===== src/nand_host_consts.svh =====
// nand_host_consts.svh: offsets, opcodes, field positions and timing counts
// assumes a 125 MHz pclk; included by the controller top module and the bench
//
// Overview of operation
// - one-time read: AFh, five address bytes, 30h
// - one-time read busy: only 70h, FFh allowed
// - further one-time pages need full sequence again
// - feature read EEh, write EFh, one address
// - feature read busy: only 70h, FFh allowed
// - host sends only 70h, FFh while busy
// - timing feature: reserved parameter bits written zero
// - plane pair: block lsb differs, msb, page match
// - two-plane read: 00h, addr, 00h, addr, 30h
// - plane 0 read first, then reselect plane
// - plane reselect: 06h, five address bytes, E0h
// - host never uses two-plane status read
`ifndef NAND_HOST_CONSTS_SVH
`define NAND_HOST_CONSTS_SVH

// ==========================================================
// register offsets on the apb side
`define REG_CTRL      12'h000
`define REG_COL       12'h004
`define REG_ROW0      12'h008
`define REG_ROW1      12'h00C
`define REG_FEAT      12'h010
`define REG_WDATA     12'h014
`define REG_RDATA     12'h018
`define REG_STAT      12'h01C

// ==========================================================
// control and status fields
`define CTRL_PLANE    4
`define STAT_BUSY     0
`define STAT_ERR      1
`define STAT_RB       2
`define ST_READY      6
`define ST_RB         5
`define ST_FAIL       0

// ==========================================================
// opcodes sent on the io bus
`define CMD_READ      8'h00
`define CMD_CONFIRM   8'h30
`define CMD_OTP_READ  8'hAF
`define CMD_GET_FEAT  8'hEE
`define CMD_SET_FEAT  8'hEF
`define CMD_PLANE_SEL 8'h06
`define CMD_COL_SEL   8'h05
`define CMD_COL_END   8'hE0
`define CMD_STATUS    8'h70
`define CMD_RESET     8'hFF

// ==========================================================
// feature map and address fields
`define FA_TIMING     8'h01
`define FA_CACHE      8'h02
`define FA_DRIVE      8'h80
`define FA_PULLDN     8'h81
`define TMODE_MASK    8'h07
`define OTP_PAGE_MIN  8'h02
`define OTP_PAGE_MAX  8'h0B
`define BA_LSB        7
`define BA_MSB        19
`define PA_MSB        6

// ==========================================================
// pin timing: times in ns, counts rounded up to whole cycles
`define CLK_NS        8
`define STROBE_NS     24
`define WB_NS         100
`define STROBE_CYC    ((`STROBE_NS + `CLK_NS - 1) / `CLK_NS)
`define WB_CYC        ((`WB_NS + `CLK_NS - 1) / `CLK_NS)

`endif


===== src/nand_host_pkg.sv =====
// nand_host_pkg.sv: types shared by the nand host controller
// assumes nothing beyond the constants header
package nand_host_pkg;

   // ==========================================================
   // orders that software writes into the control register
   typedef enum logic [3:0] {
      OP_NONE   = 4'b0000,
      OP_OTP    = 4'b0001,
      OP_GETF   = 4'b0010,
      OP_SETF   = 4'b0011,
      OP_TPREAD = 4'b0100,
      OP_RESEL  = 4'b0101,
      OP_RNDOUT = 4'b0110,
      OP_STATUS = 4'b0111,
      OP_RESET  = 4'b1000,
      OP_DATA   = 4'b1001
   } order_t;

   // kind of one bus cycle in a sequence
   typedef enum logic [2:0] {
      K_CMD  = 3'b000,
      K_ADR  = 3'b001,
      K_DIN  = 3'b010,
      K_DOUT = 3'b011,
      K_WAIT = 3'b100,
      K_END  = 3'b101
   } kind_t;

   // sequencer phases
   typedef enum logic [2:0] {
      S_IDLE  = 3'b000,
      S_FETCH = 3'b001,
      S_LOW   = 3'b010,
      S_HIGH  = 3'b011,
      S_WB    = 3'b100,
      S_RB    = 3'b101
   } phase_t;

   typedef struct packed {
      kind_t       kind;
      logic [7:0]  data;
   } slot_t;

   // whole state of the controller
   typedef struct packed {
      phase_t      phase;
      order_t      order;
      logic [3:0]  slot;
      logic [4:0]  cnt;
      logic [15:0] col;
      logic [23:0] row0;
      logic [23:0] row1;
      logic [7:0]  feat;
      logic [31:0] wdata;
      logic [31:0] rdata;
      logic [7:0]  status;
      logic        plane;
      logic        err;
      logic        ce_n;
      logic        cle;
      logic        ale;
      logic        we_n;
      logic        read_strobe_n;
      logic [7:0]  io_out;
      logic        io_oe;
      logic        pready;
      logic [31:0] prdata;
      logic        pslverr;
   } ctl_state_t;

endpackage : nand_host_pkg


===== src/nand_host_ctl.sv =====
// nand_host_ctl.sv: apb-programmed controller driving nand flash pins
// assumes one die on ce_n, io and ready/busy asynchronous to pclk
`timescale 1ns/1ns
`include "nand_host_consts.svh"
module nand_host_ctl
   import nand_host_pkg::*;
(
   input  wire logic        pclk,
   input  wire logic        presetn,
   input  wire logic        psel,
   input  wire logic        penable,
   input  wire logic        pwrite,
   input  wire logic [11:0] paddr,
   input  wire logic [31:0] pwdata,
   output logic      [31:0] prdata,
   output logic             pready,
   output logic             pslverr,
   output logic             ce_n,
   output logic             cle,
   output logic             ale,
   output logic             we_n,
   output logic             read_strobe_n,
   output logic      [7:0]  io_out,
   output logic             io_oe,
   input  wire logic [7:0]  io_in,
   input  wire logic        rb_n
);

   // ==========================================================
   // state and synchronised pins
   ctl_state_t  st;        // registered state
   ctl_state_t  next_st;   // next state
   logic        rb_sync;   // ready/busy after two flops
   logic [7:0]  io_sync;   // data bus after two flops
   slot_t       cur;       // current sequence step
   logic        otp_ok;    // one-time page in range
   logic        pair_ok;   // plane pair legal
   logic        accept;    // order may start
   logic [31:0] rd_mux;    // apb read value
   logic        mapped;    // address hits a register
   order_t      new_order; // order in write data

   nand_host_sync #(.WIDTH(1), .RESET_VAL(1'b1)) u_rb_sync (
      .pclk     (pclk),
      .presetn  (presetn),
      .async_in (rb_n),
      .sync_out (rb_sync)
   );

   nand_host_sync #(.WIDTH(8), .RESET_VAL(8'h00)) u_io_sync (
      .pclk     (pclk),
      .presetn  (presetn),
      .async_in (io_in),
      .sync_out (io_sync)
   );

   // ==========================================================
   // address byte i of five: two column then three row
   function automatic logic [7:0] addr_byte(input logic [3:0] i, input logic [15:0] c,
                                            input logic [23:0] r);
      case (i)
         4'd0:    addr_byte = c[7:0];
         4'd1:    addr_byte = c[15:8];
         4'd2:    addr_byte = r[7:0];
         4'd3:    addr_byte = r[15:8];
         default: addr_byte = r[23:16];
      endcase
   endfunction : addr_byte

   // parameter byte i, reserved timing bits forced to zero
   function automatic logic [7:0] param_byte(input logic [3:0] i, input ctl_state_t s);
      logic [7:0] p;
      p = s.wdata[7:0];
      case (i)
         4'd1:    p = s.wdata[15:8];
         4'd2:    p = s.wdata[23:16];
         4'd3:    p = s.wdata[31:24];
         default: p = s.wdata[7:0];
      endcase
      if (s.feat == `FA_TIMING || s.feat == `FA_CACHE) begin
         p = (i == 4'd0) ? (p & `TMODE_MASK) : 8'h00;
      end
      param_byte = p;
   endfunction : param_byte

   // step k of the pin sequence for an order
   function automatic slot_t slot_of(input ctl_state_t s, input logic [3:0] k);
      slot_t       r;
      logic [23:0] row;
      r   = '{kind: K_END, data: 8'h00};
      row = s.plane ? s.row1 : s.row0;
      case (s.order)
         OP_OTP: begin
            if (k == 4'd0) r = '{K_CMD, `CMD_OTP_READ};
            else if (k <= 4'd5) r = '{K_ADR, addr_byte(k - 4'd1, s.col, s.row0)};
            else if (k == 4'd6) r = '{K_CMD, `CMD_CONFIRM};
            else if (k == 4'd7) r = '{K_WAIT, 8'h00};
         end
         OP_TPREAD: begin
            if (k == 4'd0 || k == 4'd6) r = '{K_CMD, `CMD_READ};
            else if (k <= 4'd5) r = '{K_ADR, addr_byte(k - 4'd1, s.col, s.row0)};
            else if (k <= 4'd11) r = '{K_ADR, addr_byte(k - 4'd7, s.col, s.row1)};
            else if (k == 4'd12) r = '{K_CMD, `CMD_CONFIRM};
            else if (k == 4'd13) r = '{K_WAIT, 8'h00};
         end
         OP_RESEL: begin
            if (k == 4'd0) r = '{K_CMD, `CMD_PLANE_SEL};
            else if (k <= 4'd5) r = '{K_ADR, addr_byte(k - 4'd1, s.col, row)};
            else if (k == 4'd6) r = '{K_CMD, `CMD_COL_END};
            else if (k == 4'd7) r = '{K_WAIT, 8'h00};
         end
         OP_RNDOUT: begin
            if (k == 4'd0) r = '{K_CMD, `CMD_COL_SEL};
            else if (k <= 4'd2) r = '{K_ADR, addr_byte(k - 4'd1, s.col, row)};
            else if (k == 4'd3) r = '{K_CMD, `CMD_COL_END};
            else if (k == 4'd4) r = '{K_WAIT, 8'h00};
         end
         OP_GETF: begin
            if (k == 4'd0) r = '{K_CMD, `CMD_GET_FEAT};
            else if (k == 4'd1) r = '{K_ADR, s.feat};
            else if (k == 4'd2) r = '{K_WAIT, 8'h00};
            else if (k <= 4'd6) r = '{K_DOUT, 8'h00};
         end
         OP_SETF: begin
            if (k == 4'd0) r = '{K_CMD, `CMD_SET_FEAT};
            else if (k == 4'd1) r = '{K_ADR, s.feat};
            else if (k <= 4'd5) r = '{K_DIN, param_byte(k - 4'd2, s)};
            else if (k == 4'd6) r = '{K_WAIT, 8'h00};
         end
         OP_STATUS: begin // plain status read only
            if (k == 4'd0) r = '{K_CMD, `CMD_STATUS};
            else if (k == 4'd1) r = '{K_WAIT, 8'h00};
            else if (k == 4'd2) r = '{K_DOUT, 8'h00};
         end
         OP_RESET: begin
            if (k == 4'd0) r = '{K_CMD, `CMD_RESET};
            else if (k == 4'd1) r = '{K_WAIT, 8'h00};
         end
         OP_DATA: begin
            if (k <= 4'd3) r = '{K_DOUT, 8'h00};
         end
         default: r = '{K_END, 8'h00};
      endcase
      slot_of = r;
   endfunction : slot_of

   // ==========================================================
   // order checks and apb read mux
   always_comb begin
      cur       = slot_of(st, st.slot);
      new_order = order_t'(pwdata[3:0]);
      otp_ok    = (st.row0[23:8] == 16'h0000) && (st.row0[7:0] >= `OTP_PAGE_MIN)
                  && (st.row0[7:0] <= `OTP_PAGE_MAX);
      pair_ok   = !st.row0[`BA_LSB] && st.row1[`BA_LSB]
                  && (st.row0[`BA_MSB] == st.row1[`BA_MSB])
                  && (st.row0[`PA_MSB:0] == st.row1[`PA_MSB:0]);
      // busy device: only status or reset
      accept    = (st.phase == S_IDLE) && (new_order inside {OP_OTP, OP_GETF, OP_SETF,
                  OP_TPREAD, OP_RESEL, OP_RNDOUT, OP_STATUS, OP_RESET, OP_DATA})
                  && (rb_sync || new_order == OP_STATUS || new_order == OP_RESET)
                  && (new_order != OP_OTP || otp_ok) && (new_order != OP_TPREAD || pair_ok);
      mapped    = 1'b1;
      case (paddr)
         `REG_CTRL:  rd_mux = {27'h000_0000, st.plane, st.order};
         `REG_COL:   rd_mux = {16'h0000, st.col};
         `REG_ROW0:  rd_mux = {8'h00, st.row0};
         `REG_ROW1:  rd_mux = {8'h00, st.row1};
         `REG_FEAT:  rd_mux = {24'h00_0000, st.feat};
         `REG_WDATA: rd_mux = st.wdata;
         `REG_RDATA: rd_mux = st.rdata;
         `REG_STAT:  rd_mux = {16'h0000, st.status, 5'h00, rb_sync, st.err,
                               st.phase != S_IDLE};
         default: begin
            rd_mux = 32'h0000_0000;
            mapped = 1'b0;
         end
      endcase
   end

   // ==========================================================
   // next state: apb slave and pin sequencer
   always_comb begin
      next_st = st;
      // setup cycle: answer in next cycle
      if (psel && !penable && !st.pready) begin
         next_st.pready  = 1'b1;
         next_st.prdata  = rd_mux;
         next_st.pslverr = !mapped || (pwrite && (paddr == `REG_RDATA));
      end
      // access edge: write takes effect
      if (psel && penable && st.pready) begin
         next_st.pready  = 1'b0;
         next_st.pslverr = 1'b0;
         if (pwrite && mapped) begin
            case (paddr)
               `REG_COL:   next_st.col   = pwdata[15:0];
               `REG_ROW0:  next_st.row0  = pwdata[23:0];
               `REG_ROW1:  next_st.row1  = pwdata[23:0];
               `REG_FEAT:  next_st.feat  = pwdata[7:0];
               `REG_WDATA: next_st.wdata = pwdata;
               // error flag is write one to clear
               `REG_STAT:  if (pwdata[`STAT_ERR]) next_st.err = 1'b0;
               `REG_CTRL: begin
                  if (accept) begin
                     next_st.order = new_order;
                     next_st.plane = pwdata[`CTRL_PLANE];
                     next_st.slot  = 4'd0;
                     next_st.ce_n  = 1'b0;
                     next_st.phase = S_FETCH;
                  end else begin
                     next_st.err   = 1'b1;
                  end
               end
               default: next_st.err = st.err;
            endcase
         end
      end
      case (st.phase)
         S_IDLE: next_st.io_oe = 1'b0;
         // start one step of the sequence
         S_FETCH: begin
            next_st.cle    = (cur.kind == K_CMD);
            next_st.ale    = (cur.kind == K_ADR);
            next_st.io_out = cur.data;
            case (cur.kind)
               K_CMD, K_ADR, K_DIN: begin
                  next_st.io_oe = 1'b1;
                  next_st.we_n  = 1'b0;
                  next_st.cnt   = 5'(`STROBE_CYC - 1);
                  next_st.phase = S_LOW;
               end
               // read strobe held longer to cover the input flops
               K_DOUT: begin
                  next_st.io_oe         = 1'b0;
                  next_st.read_strobe_n = 1'b0;
                  next_st.cnt           = 5'(`STROBE_CYC + 1);
                  next_st.phase         = S_LOW;
               end
               K_WAIT: begin
                  next_st.io_oe = 1'b0;
                  next_st.cnt   = 5'(`WB_CYC - 1);
                  next_st.phase = S_WB;
               end
               default: begin
                  next_st.io_oe = 1'b0;
                  next_st.ce_n  = 1'b1;
                  next_st.phase = S_IDLE;
               end
            endcase
         end
         S_LOW: begin
            if (st.cnt == 5'd0) begin
               if (!st.read_strobe_n) begin
                  if (st.order == OP_STATUS) next_st.status = io_sync;
                  else next_st.rdata = {io_sync, st.rdata[31:8]};
               end
               next_st.we_n          = 1'b1;
               next_st.read_strobe_n = 1'b1;
               next_st.cnt           = 5'(`STROBE_CYC - 1);
               next_st.phase         = S_HIGH;
            end else begin
               next_st.cnt = st.cnt - 5'd1;
            end
         end
         S_HIGH: begin
            if (st.cnt == 5'd0) begin
               next_st.cle   = 1'b0;
               next_st.ale   = 1'b0;
               next_st.slot  = st.slot + 4'd1;
               next_st.phase = S_FETCH;
            end else begin
               next_st.cnt = st.cnt - 5'd1;
            end
         end
         // settle before ready/busy is trusted
         S_WB: begin
            if (st.cnt == 5'd0) next_st.phase = S_RB;
            else next_st.cnt = st.cnt - 5'd1;
         end
         S_RB: begin
            if (rb_sync) begin
               next_st.slot  = st.slot + 4'd1;
               next_st.phase = S_FETCH;
            end
         end
         default: next_st.phase = S_IDLE;
      endcase
   end

   // ==========================================================
   // state register
   always_ff @(posedge pclk or negedge presetn) begin
      if (!presetn) begin
         st               <= '0;
         st.phase         <= S_IDLE;
         st.order         <= OP_NONE;
         st.ce_n          <= 1'b1;
         st.we_n          <= 1'b1;
         st.read_strobe_n <= 1'b1;
      end else begin
         st <= next_st;
      end
   end

   assign prdata        = st.prdata;
   assign pready        = st.pready;
   assign pslverr       = st.pslverr;
   assign ce_n          = st.ce_n;
   assign cle           = st.cle;
   assign ale           = st.ale;
   assign we_n          = st.we_n;
   assign read_strobe_n = st.read_strobe_n;
   assign io_out        = st.io_out;
   assign io_oe         = st.io_oe;
endmodule : nand_host_ctl


===== src/nand_host_sync.sv =====
// nand_host_sync.sv: two-flop synchroniser for pin inputs
// assumes the input is asynchronous to pclk
`timescale 1ns/1ns
module nand_host_sync #(
   parameter int               WIDTH     = 1,
   parameter logic [WIDTH-1:0] RESET_VAL = '0
) (
   input  wire logic             pclk,
   input  wire logic             presetn,
   input  wire logic [WIDTH-1:0] async_in,
   output logic      [WIDTH-1:0] sync_out
);
   logic [WIDTH-1:0] meta;   // first stage, read only by second

   // two stages, constant reset values
   always_ff @(posedge pclk or negedge presetn) begin
      if (!presetn) begin
         meta     <= RESET_VAL;
         sync_out <= RESET_VAL;
      end else begin
         meta     <= async_in;
         sync_out <= meta;
      end
   end
endmodule : nand_host_sync

===== config.mk =====
export PLATFORM = sky130hd
export DESIGN_NAME = nand_host_ctl
export DESIGN_NICKNAME = d
export VERILOG_FILES = /design/src/nand_host_pkg.sv /design/src/nand_host_ctl.sv /design/src/nand_host_sync.sv
export VERILOG_INCLUDE_DIRS = /design/src
export SDC_FILE = /design/constraint.sdc
export NUM_CORES = 1
export LEC_CHECK = 0
export BUFFER_PORTS_ARGS = -buffer_cell sky130_fd_sc_hd__buf_2
export CAP_MARGIN = 20
export CORE_MARGIN = 3
export CORE_UTILIZATION = 60
export DETAILED_ROUTE_END_ITERATION = 8
export GPL_TIMING_DRIVEN = 0
export PLACE_DENSITY = 0.84
export SETUP_SLACK_MARGIN = 0.1
export SYNTH_ARGS = -nofsm -noshare
export SYNTH_HDL_FRONTEND = slang
export SYNTH_SLANG_ARGS = --single-unit

===== constraint.sdc =====
create_clock -name pclk -period 8 [get_ports pclk]
set_input_delay 0.4 -clock pclk [delete_from_list [all_inputs] [get_ports pclk]]
set_output_delay 0.4 -clock pclk [all_outputs]
set_load 0.05 [all_outputs]

== Word-level counts from Yosys, hierarchy flattened ==
Index checks and enable logic that the tools add are counted.
Storage, ports and cells
  register bits after elaboration: 228
  bits of input ports: 58
  output and inout bits: 48
  word-level logic and storage cells: 244
Cells by class
  $add $sub $neg: 5
  magnitude comparators: 7
  eq/ne operators: 65
  multiplexer cells: 77
  bitwise operators: 2
  reduce and logical (&&, ||, !) cells: 61
Operator list (count)
  2-to-1 mux 11 bit: 29
  one-hot mux 32 bit (8 select lines): 1
  one-hot mux 11 bit (9 select lines): 1
  one-hot mux 8 bit (4 select lines): 3
  equality test 12 x 5 -> 1 bit (second input constant): 4
  equality test 4 x 2 -> 1 bit (second input constant): 12
  2-to-1 mux 9 bit: 5
  equality test 4 x 3 -> 1 bit (second input constant): 11
  2-to-1 mux 34 bit: 1
  one-hot mux 5 bit (3 select lines): 2
  equality test 12 x 4 -> 1 bit (second input constant): 2
  equality test 4 x 1 -> 1 bit (second input constant): 6
  equality test 4 bit (second input constant): 6
  2-to-1 mux 24 bit: 1
  one-hot mux 8 bit (3 select lines): 1
  AND reduction 3 bit: 8
  one-hot mux 3 bit (6 select lines): 1
  logical NOT 16 bit: 1
  logical NOT 4 bit: 4
  logical AND 1 bit: 15
  2-to-1 mux 3 bit: 5
  2-to-1 mux 1 bit: 14
  equality test 12 x 3 -> 1 bit (second input constant): 1
  equality test 3 x 2 -> 1 bit (second input constant): 4
  other kinds (45): 79

== Longest topological paths before layout ==
  depth in word-level cells: 13
  depth in mapped cells: 12
  mapped depth without buffers: 9

== Hierarchy ==
Synthesis repeated with hierarchy kept, for this count alone.
Unflattened totals
  cells, all modules: 1179
  area, all modules: 12653.4 um2
By module, submodules not included
  nand_host_ctl: instances 1, cells an instance 1161, area each 12200.5 um2, sequential area each 5258.8 um2
  nand_host_sync (u_io_sync): instances 1, cells an instance 16, area each 400.4 um2, sequential area each 400.4 um2
  nand_host_sync (u_rb_sync): instances 1, cells an instance 2, area each 52.6 um2, sequential area each 52.6 um2

== Worst setup path after synthesis ==
OpenSTA, ideal clock, no wires.
  path type: register -> register
  start point: reg st[200] (netlist name)
  end point: reg st[194] (netlist name)
  library setup time: 0.125 ns
  data arrival time: 2.557 ns
  data required time: 7.875 ns
  slack: 5.318 ns
  stages on the path, launching flop included: 11
  clock period less this slack: 2.682 ns
  cell sequence: dfrtp_1 inv_1 ha_1 buf_6 nor3b_4 or4b_1 o221ai_1 and3b_1 a22oi_2 o21ai_4 mux2_4
On the way
  cells in the longest elaborated chain, start to end: 11
  elaborated cells on any way between the ends: 54
  classes of those cells: 5 x order compare; 13 x eq/ne; 31 x mux; 5 x reduce/logical
Ends and longest elaborated chain
  from (decl): line nand_host_ctl.sv:31  | ctl_state_t st;
  from (signal assigned): line nand_host_ctl.sv:301  | st <= next_st;
  branches (longest 6 deep; another with less-or-equal comparator 4 x 3 -> 1 bit)
  one-hot mux 11 bit (9 select lines) *: line nand_host_ctl.sv:92  | case (s.order)
  equality test 3 x 1 -> 1 bit (tied with other cells): line nand_host_ctl.sv:225  | case (cur.kind)
  OR reduction 3 bit
  != test 4 x 1 -> 1 bit (no line) *
  AND reduction 3 bit (no line) *
Mark *: on every way between the ends.
A chain may end at the register's enable or synchronous reset.

== Final worst setup path ==
  start point: reg st[200] (netlist name)
  end point: reg st, in the netlist io_out[4]
On the way
  cells in the longest elaborated chain, start to end: 8
  elaborated cells on any way between the ends: 52
  classes of those cells: 3 x add/sub; 3 x order compare; 14 x eq/ne; 28 x mux; 4 x reduce/logical
Ends and longest elaborated chain
  subtractor 4 x 2 -> 4 bit: line nand_host_ctl.sv:127  | else if (k <= 4'd5) r = '{K_DIN, param_byte(k - 4'd2, s)};
  equality test 4 x 2 -> 1 bit or equality test 4 x 1 -> 1 bit (tied branches): line nand_host_ctl.sv:74  | case (i)
  one-hot mux 8 bit (3 select lines): line nand_host_ctl.sv:74
  2-to-1 mux 8 bit: line nand_host_ctl.sv:80  | if (s.feat == `FA_TIMING || s.feat == `FA_CACHE) begin
  2-to-1 mux 11 bit: line nand_host_ctl.sv:127
  2-to-1 mux 11 bit: line nand_host_ctl.sv:126  | else if (k == 4'd1) r = '{K_ADR, s.feat};
  2-to-1 mux 11 bit: line nand_host_ctl.sv:125  | if (k == 4'd0) r = '{K_CMD, `CMD_SET_FEAT};
  one-hot mux 11 bit (9 select lines) *: line nand_host_ctl.sv:92
Every way passes the cells marked *; elsewhere a longest branch is shown, timed or not.

==> summary.txt <==
Yosys
  • Gate Count Post-Synth: 1,162
  • Combinational family with the most area after synthesis: compound AO/OA/AOI/OAI gates
  • Synthesis Warnings: 0
  • Post-synthesis share of cell area spent on full adders, half adders and majority gates: 0.0109
  • Mux share of post-synthesis cell area: 0.153
  • Fraction of registers with async set or reset after synthesis: 1.00
  • Per-instance average area after synthesis: 10.9 um2
  • Post-synthesis sequential element count: 228
  • Parity-gate share of the synthesized area counting xor and xnor cells: 0.00830
  • Sequential cell area fraction in the yosys report: 0.451
  • Distinct cell type count of the synthesized netlist: 97
  • Area fraction in compound gates after synthesis: 0.191
  • Post-synthesis share of cell area spent on and, or, nand and nor gates: 0.128
  • Count of flip-flops with a built-in enable after synthesis: 0
  • Syn Std Cell Area: 12,700 um2
  • Post-synth net total: 1,231
  • Commonest register cell after synthesis: dfrtp_1

Pwr
  • Total power of the final layout: 0.00266 W
  • Max rail drop VDD: 0.000209 V
  • Sw Ratio: 0.268
  • Switching power summed over all nets: 0.000712 W
  • Relative contribution of the clock network to total power: 0.418
  • Sequential share of power: 0.459
  • Leakage component of the power: 6.59 nW
  • P_int: 0.00195 W
  • Combinational power share: 0.122
  • Power density over the cells: 184 nW/um2

Floorplanning
  • Core Box Area: 20,500 um2
  • Die Wd: about 150 um
  • Initial core utilization: 0.618
  • Ports: around 110
  • Area of the die: 22,900 um2
  • Core Rows: 52
  • Chip height: roughly 150 um

Place
  • Final estimated routing congestion in global placement: about 1.0
  • Estimated wirelength of the detail-placed design: 31,700 um
  • PortBufs: a little over 100

STA
  • Shortest period the worst path allows: 3480 ps
  • Setup Skew: 25.7 ps
  • Transition time at the pin with the least slew margin: 1090 ps
  • Count of final hold-check violations: 0
  • Count of pins over their slew limit: 0
  • Tcrit/Tclk final: 0.435
  • Worst-case headroom to the max-slew limit: 0.264
  • Max Clk Rate: 287 MHz
  • Unrepaired setup endpoints after global routing: false
  • Final setup violation count: 0
  • Setup TNS Final: 0 ps

Critical path
  • Maximum fanout encountered on the critical timing path: 11
  • Worst path buffer plus inverter count: 3
  • CP cell instances: inv_1, ha_1, buf_6, clkbuf_1, o311ai_1, nand2_1, o21ai_0, a221oi_1, a311o_1, nand4_1
  • CP top delay family: compound AO/OA/AOI/OAI gates
  • Critical path class: reg2reg
  • Data arrival at the endpoint of the critical path: 3950 ps
  • CP Data Required Time: roughly 8500 ps
  • Delay of the slowest cell on the worst path: 1000 ps
  • Sort of element at the start of the critical path: flip-flop
  • CP endpoint kind: flip-flop
  • Library cell contributing the largest single delay on the critical path: o311ai_1

Drt
  • Vias after detailed routing: roughly 11,000
  • Drc violations: 0
  • Post-detailed-route via-to-cell ratio: 6.87
  • ANT nets after route: 0
  • First-pass detailed-route iteration total: 6
  • Final wirelength: roughly 43,000 um
  • Routed length per placed instance: 27.1 um
  • Number of DRC markers after the initial detailed-route iteration: around 1,300

GRT
  • Via count of the first global-routing pass: 10,700
  • Wire length of the first global-routing pass: around 65,000 um
  • Grt ovf: 0
  • Number of antenna violations at the first check in global routing: 0
  • Pin count of the biggest net entering global routing: 86
  • Total GRT Usage: 0.378

Clocking
  • Clock root buffer: clkbuf_16
  • Number of resized instances in the post-cts repair step: 0
  • CTS tree: yes
  • CTS sink count: 228
  • Bufs on Longest Clock Path: 3
  • Clock network latency to the later pin of the worst-skew pair: 540 ps
  • Clock-pin slew of the registers on the worst-case setup and hold paths: 60 ps
  • Number of levels in the clock H-tree: 1
  • TritonCTS buffer count: 24

Finish
  • Share of final-layout standard cells stronger than drive strength 1: 0.302
  • Area growth, synth to finish: 14.2%
  • Final net count: 1,372
  • Number of diodes added for antenna fixing: 0

Flow run
  • Count of maximum capacitance violations: 0

Worst hold path
  • Class of the tightest hold or removal check: in2reg

Run status
  • Outcome: complete, no violations
==> state kept, by name (all words and copies together) (netlist names) <==
name                flops
st                    162
prdata                 32
io_out                  8
u_io_sync.meta          8
u_io_sync.sync_out      8
ale                     1
ce_n                    1
cle                     1
io_oe                   1
pready                  1
pslverr                 1
read_strobe_n           1
u_rb_sync.meta          1
u_rb_sync.sync_out      1
we_n                    1
==> power by group through the flow <==
stage | sequential [W] | clock (W) | combinational [W]
global placement | 0.00124 | 0 | 0.000312
CTS | 0.00122 | 0.00112 | 0.000327
detailed placement | 0.00124 | 0 | 0.000319
finish | 0.00122 | 0.00111 | 0.000326
floorplan | 0.00124 | 0 | 0.000223
global route | 0.00122 | 0.00117 | 0.000347
==> layout make-up <==
class | count | area (um2)
plain buffers | 112 | 669
clock buffers | 37 | 719
clock inverters | 6 | 66.3
fillers | 1522 | 6020
inverters | 18 | 67.6
multi-input cells | 804 | 6220
flip-flops and latches | 228 | 5710
well taps | 270 | 338
repair buffers | 115 | 681
==> synthesized netlist by cell type, drive strengths merged (11+ instances only) <==
| cell | instances | share of area |
|---|---|---|
| dfrtp | 223 | 0.44 |
| mux2 | 164 | 0.15 |
| buf | 81 | 0.044 |
| a22oi | 78 | 0.047 |
| nor2 | 78 | 0.023 |
| nand2 | 66 | 0.020 |
| a21oi | 59 | 0.024 |
| o21ai | 42 | 0.017 |
| clkbuf | 31 | 0.0092 |
| a221oi | 28 | 0.020 |
| inv | 18 | 0.0053 |
| nand2b | 18 | 0.0089 |
| nor3 | 18 | 0.011 |
| a31oi | 16 | 0.0084 |
| nor4 | 15 | 0.013 |
| a222oi | 13 | 0.010 |
| a22o | 13 | 0.0090 |
| nand3 | 12 | 0.0057 |
| ha | 11 | 0.011 |
==> timing repair <==
item | 4_1_cts | 5_1_grt
endpoints found under the hold margin | 74 | 0
hold buffers | 10 | 0
buffers inserted | 0 | 0
==> final timing paths <==
check                                  start  cells past startpoint                     to  slack (ps)
max                                  st[200]                     10              io_out[4]        4520
min                               pwdata[28]                      2                st[118]         100
max reg2reg                          st[200]                     10              io_out[4]        4520
min reg2reg                u_io_sync.meta[1]                      0  u_io_sync.sync_out[1]         350
max in group asynchronous            presetn                      3                st[114]        6820
min in group asynchronous            presetn                      2                st[197]         410
==> cells in the final DEF, fill, tap and decap left out, drive strengths merged, types with 11 or more instances in the layout <==
cell    count
buf       186
a22o       13
nand3      12
nand2      66
nor2       78
a21oi      59
nand2b     18
a221oi     28
a22oi      78
clkbuf     68
mux2      164
o21ai      42
dfrtp     223
nor4       15
nor3       18
inv        18
ha         11
a31oi      16
a222oi     13
==> routing by layer <==
layer  GRT usage  routed length, um  part of all wire  up-vias
met5           0                  0                 0        -
met4       0.161               2150             0.050        0
met3       0.111               4910              0.11      156
met2       0.567              19200              0.45      738
met1       0.513              16900              0.39     5384
li1            -                  -                 -     4653
==> logic make-up (layout without fill, tap and decap cells) <==
group,after synthesis,after routing
multiplexers,173,173
buffers and inverters,130,288
AND/OR/NAND/NOR,278,278
XOR/XNOR,12,12
AO/OA/AOI/OAI,330,330
adder cells (fa/ha/maj),11,11
flip-flops,228,228
==> stage by stage <==
step | std cells | setup slack, ps | instance area [um2] | hold slack, ps | util
CTS | 1590 | 4700 | 14500 | 86.7 | 0.706
detailed placement | 1537 | 4720 | 13600 | 336 | 0.663
floorplan | 1162 | 5320 | 12700 | 104 | -
finish | 1590 | 4520 | 14500 | 96.5 | 0.706
global placement | 1535 | 2700 | 13500 | 332 | 0.660
global route | 1590 | 4450 | 14500 | 94.5 | 0.706
No activity file was read; power rests on OpenSTA's default activity.
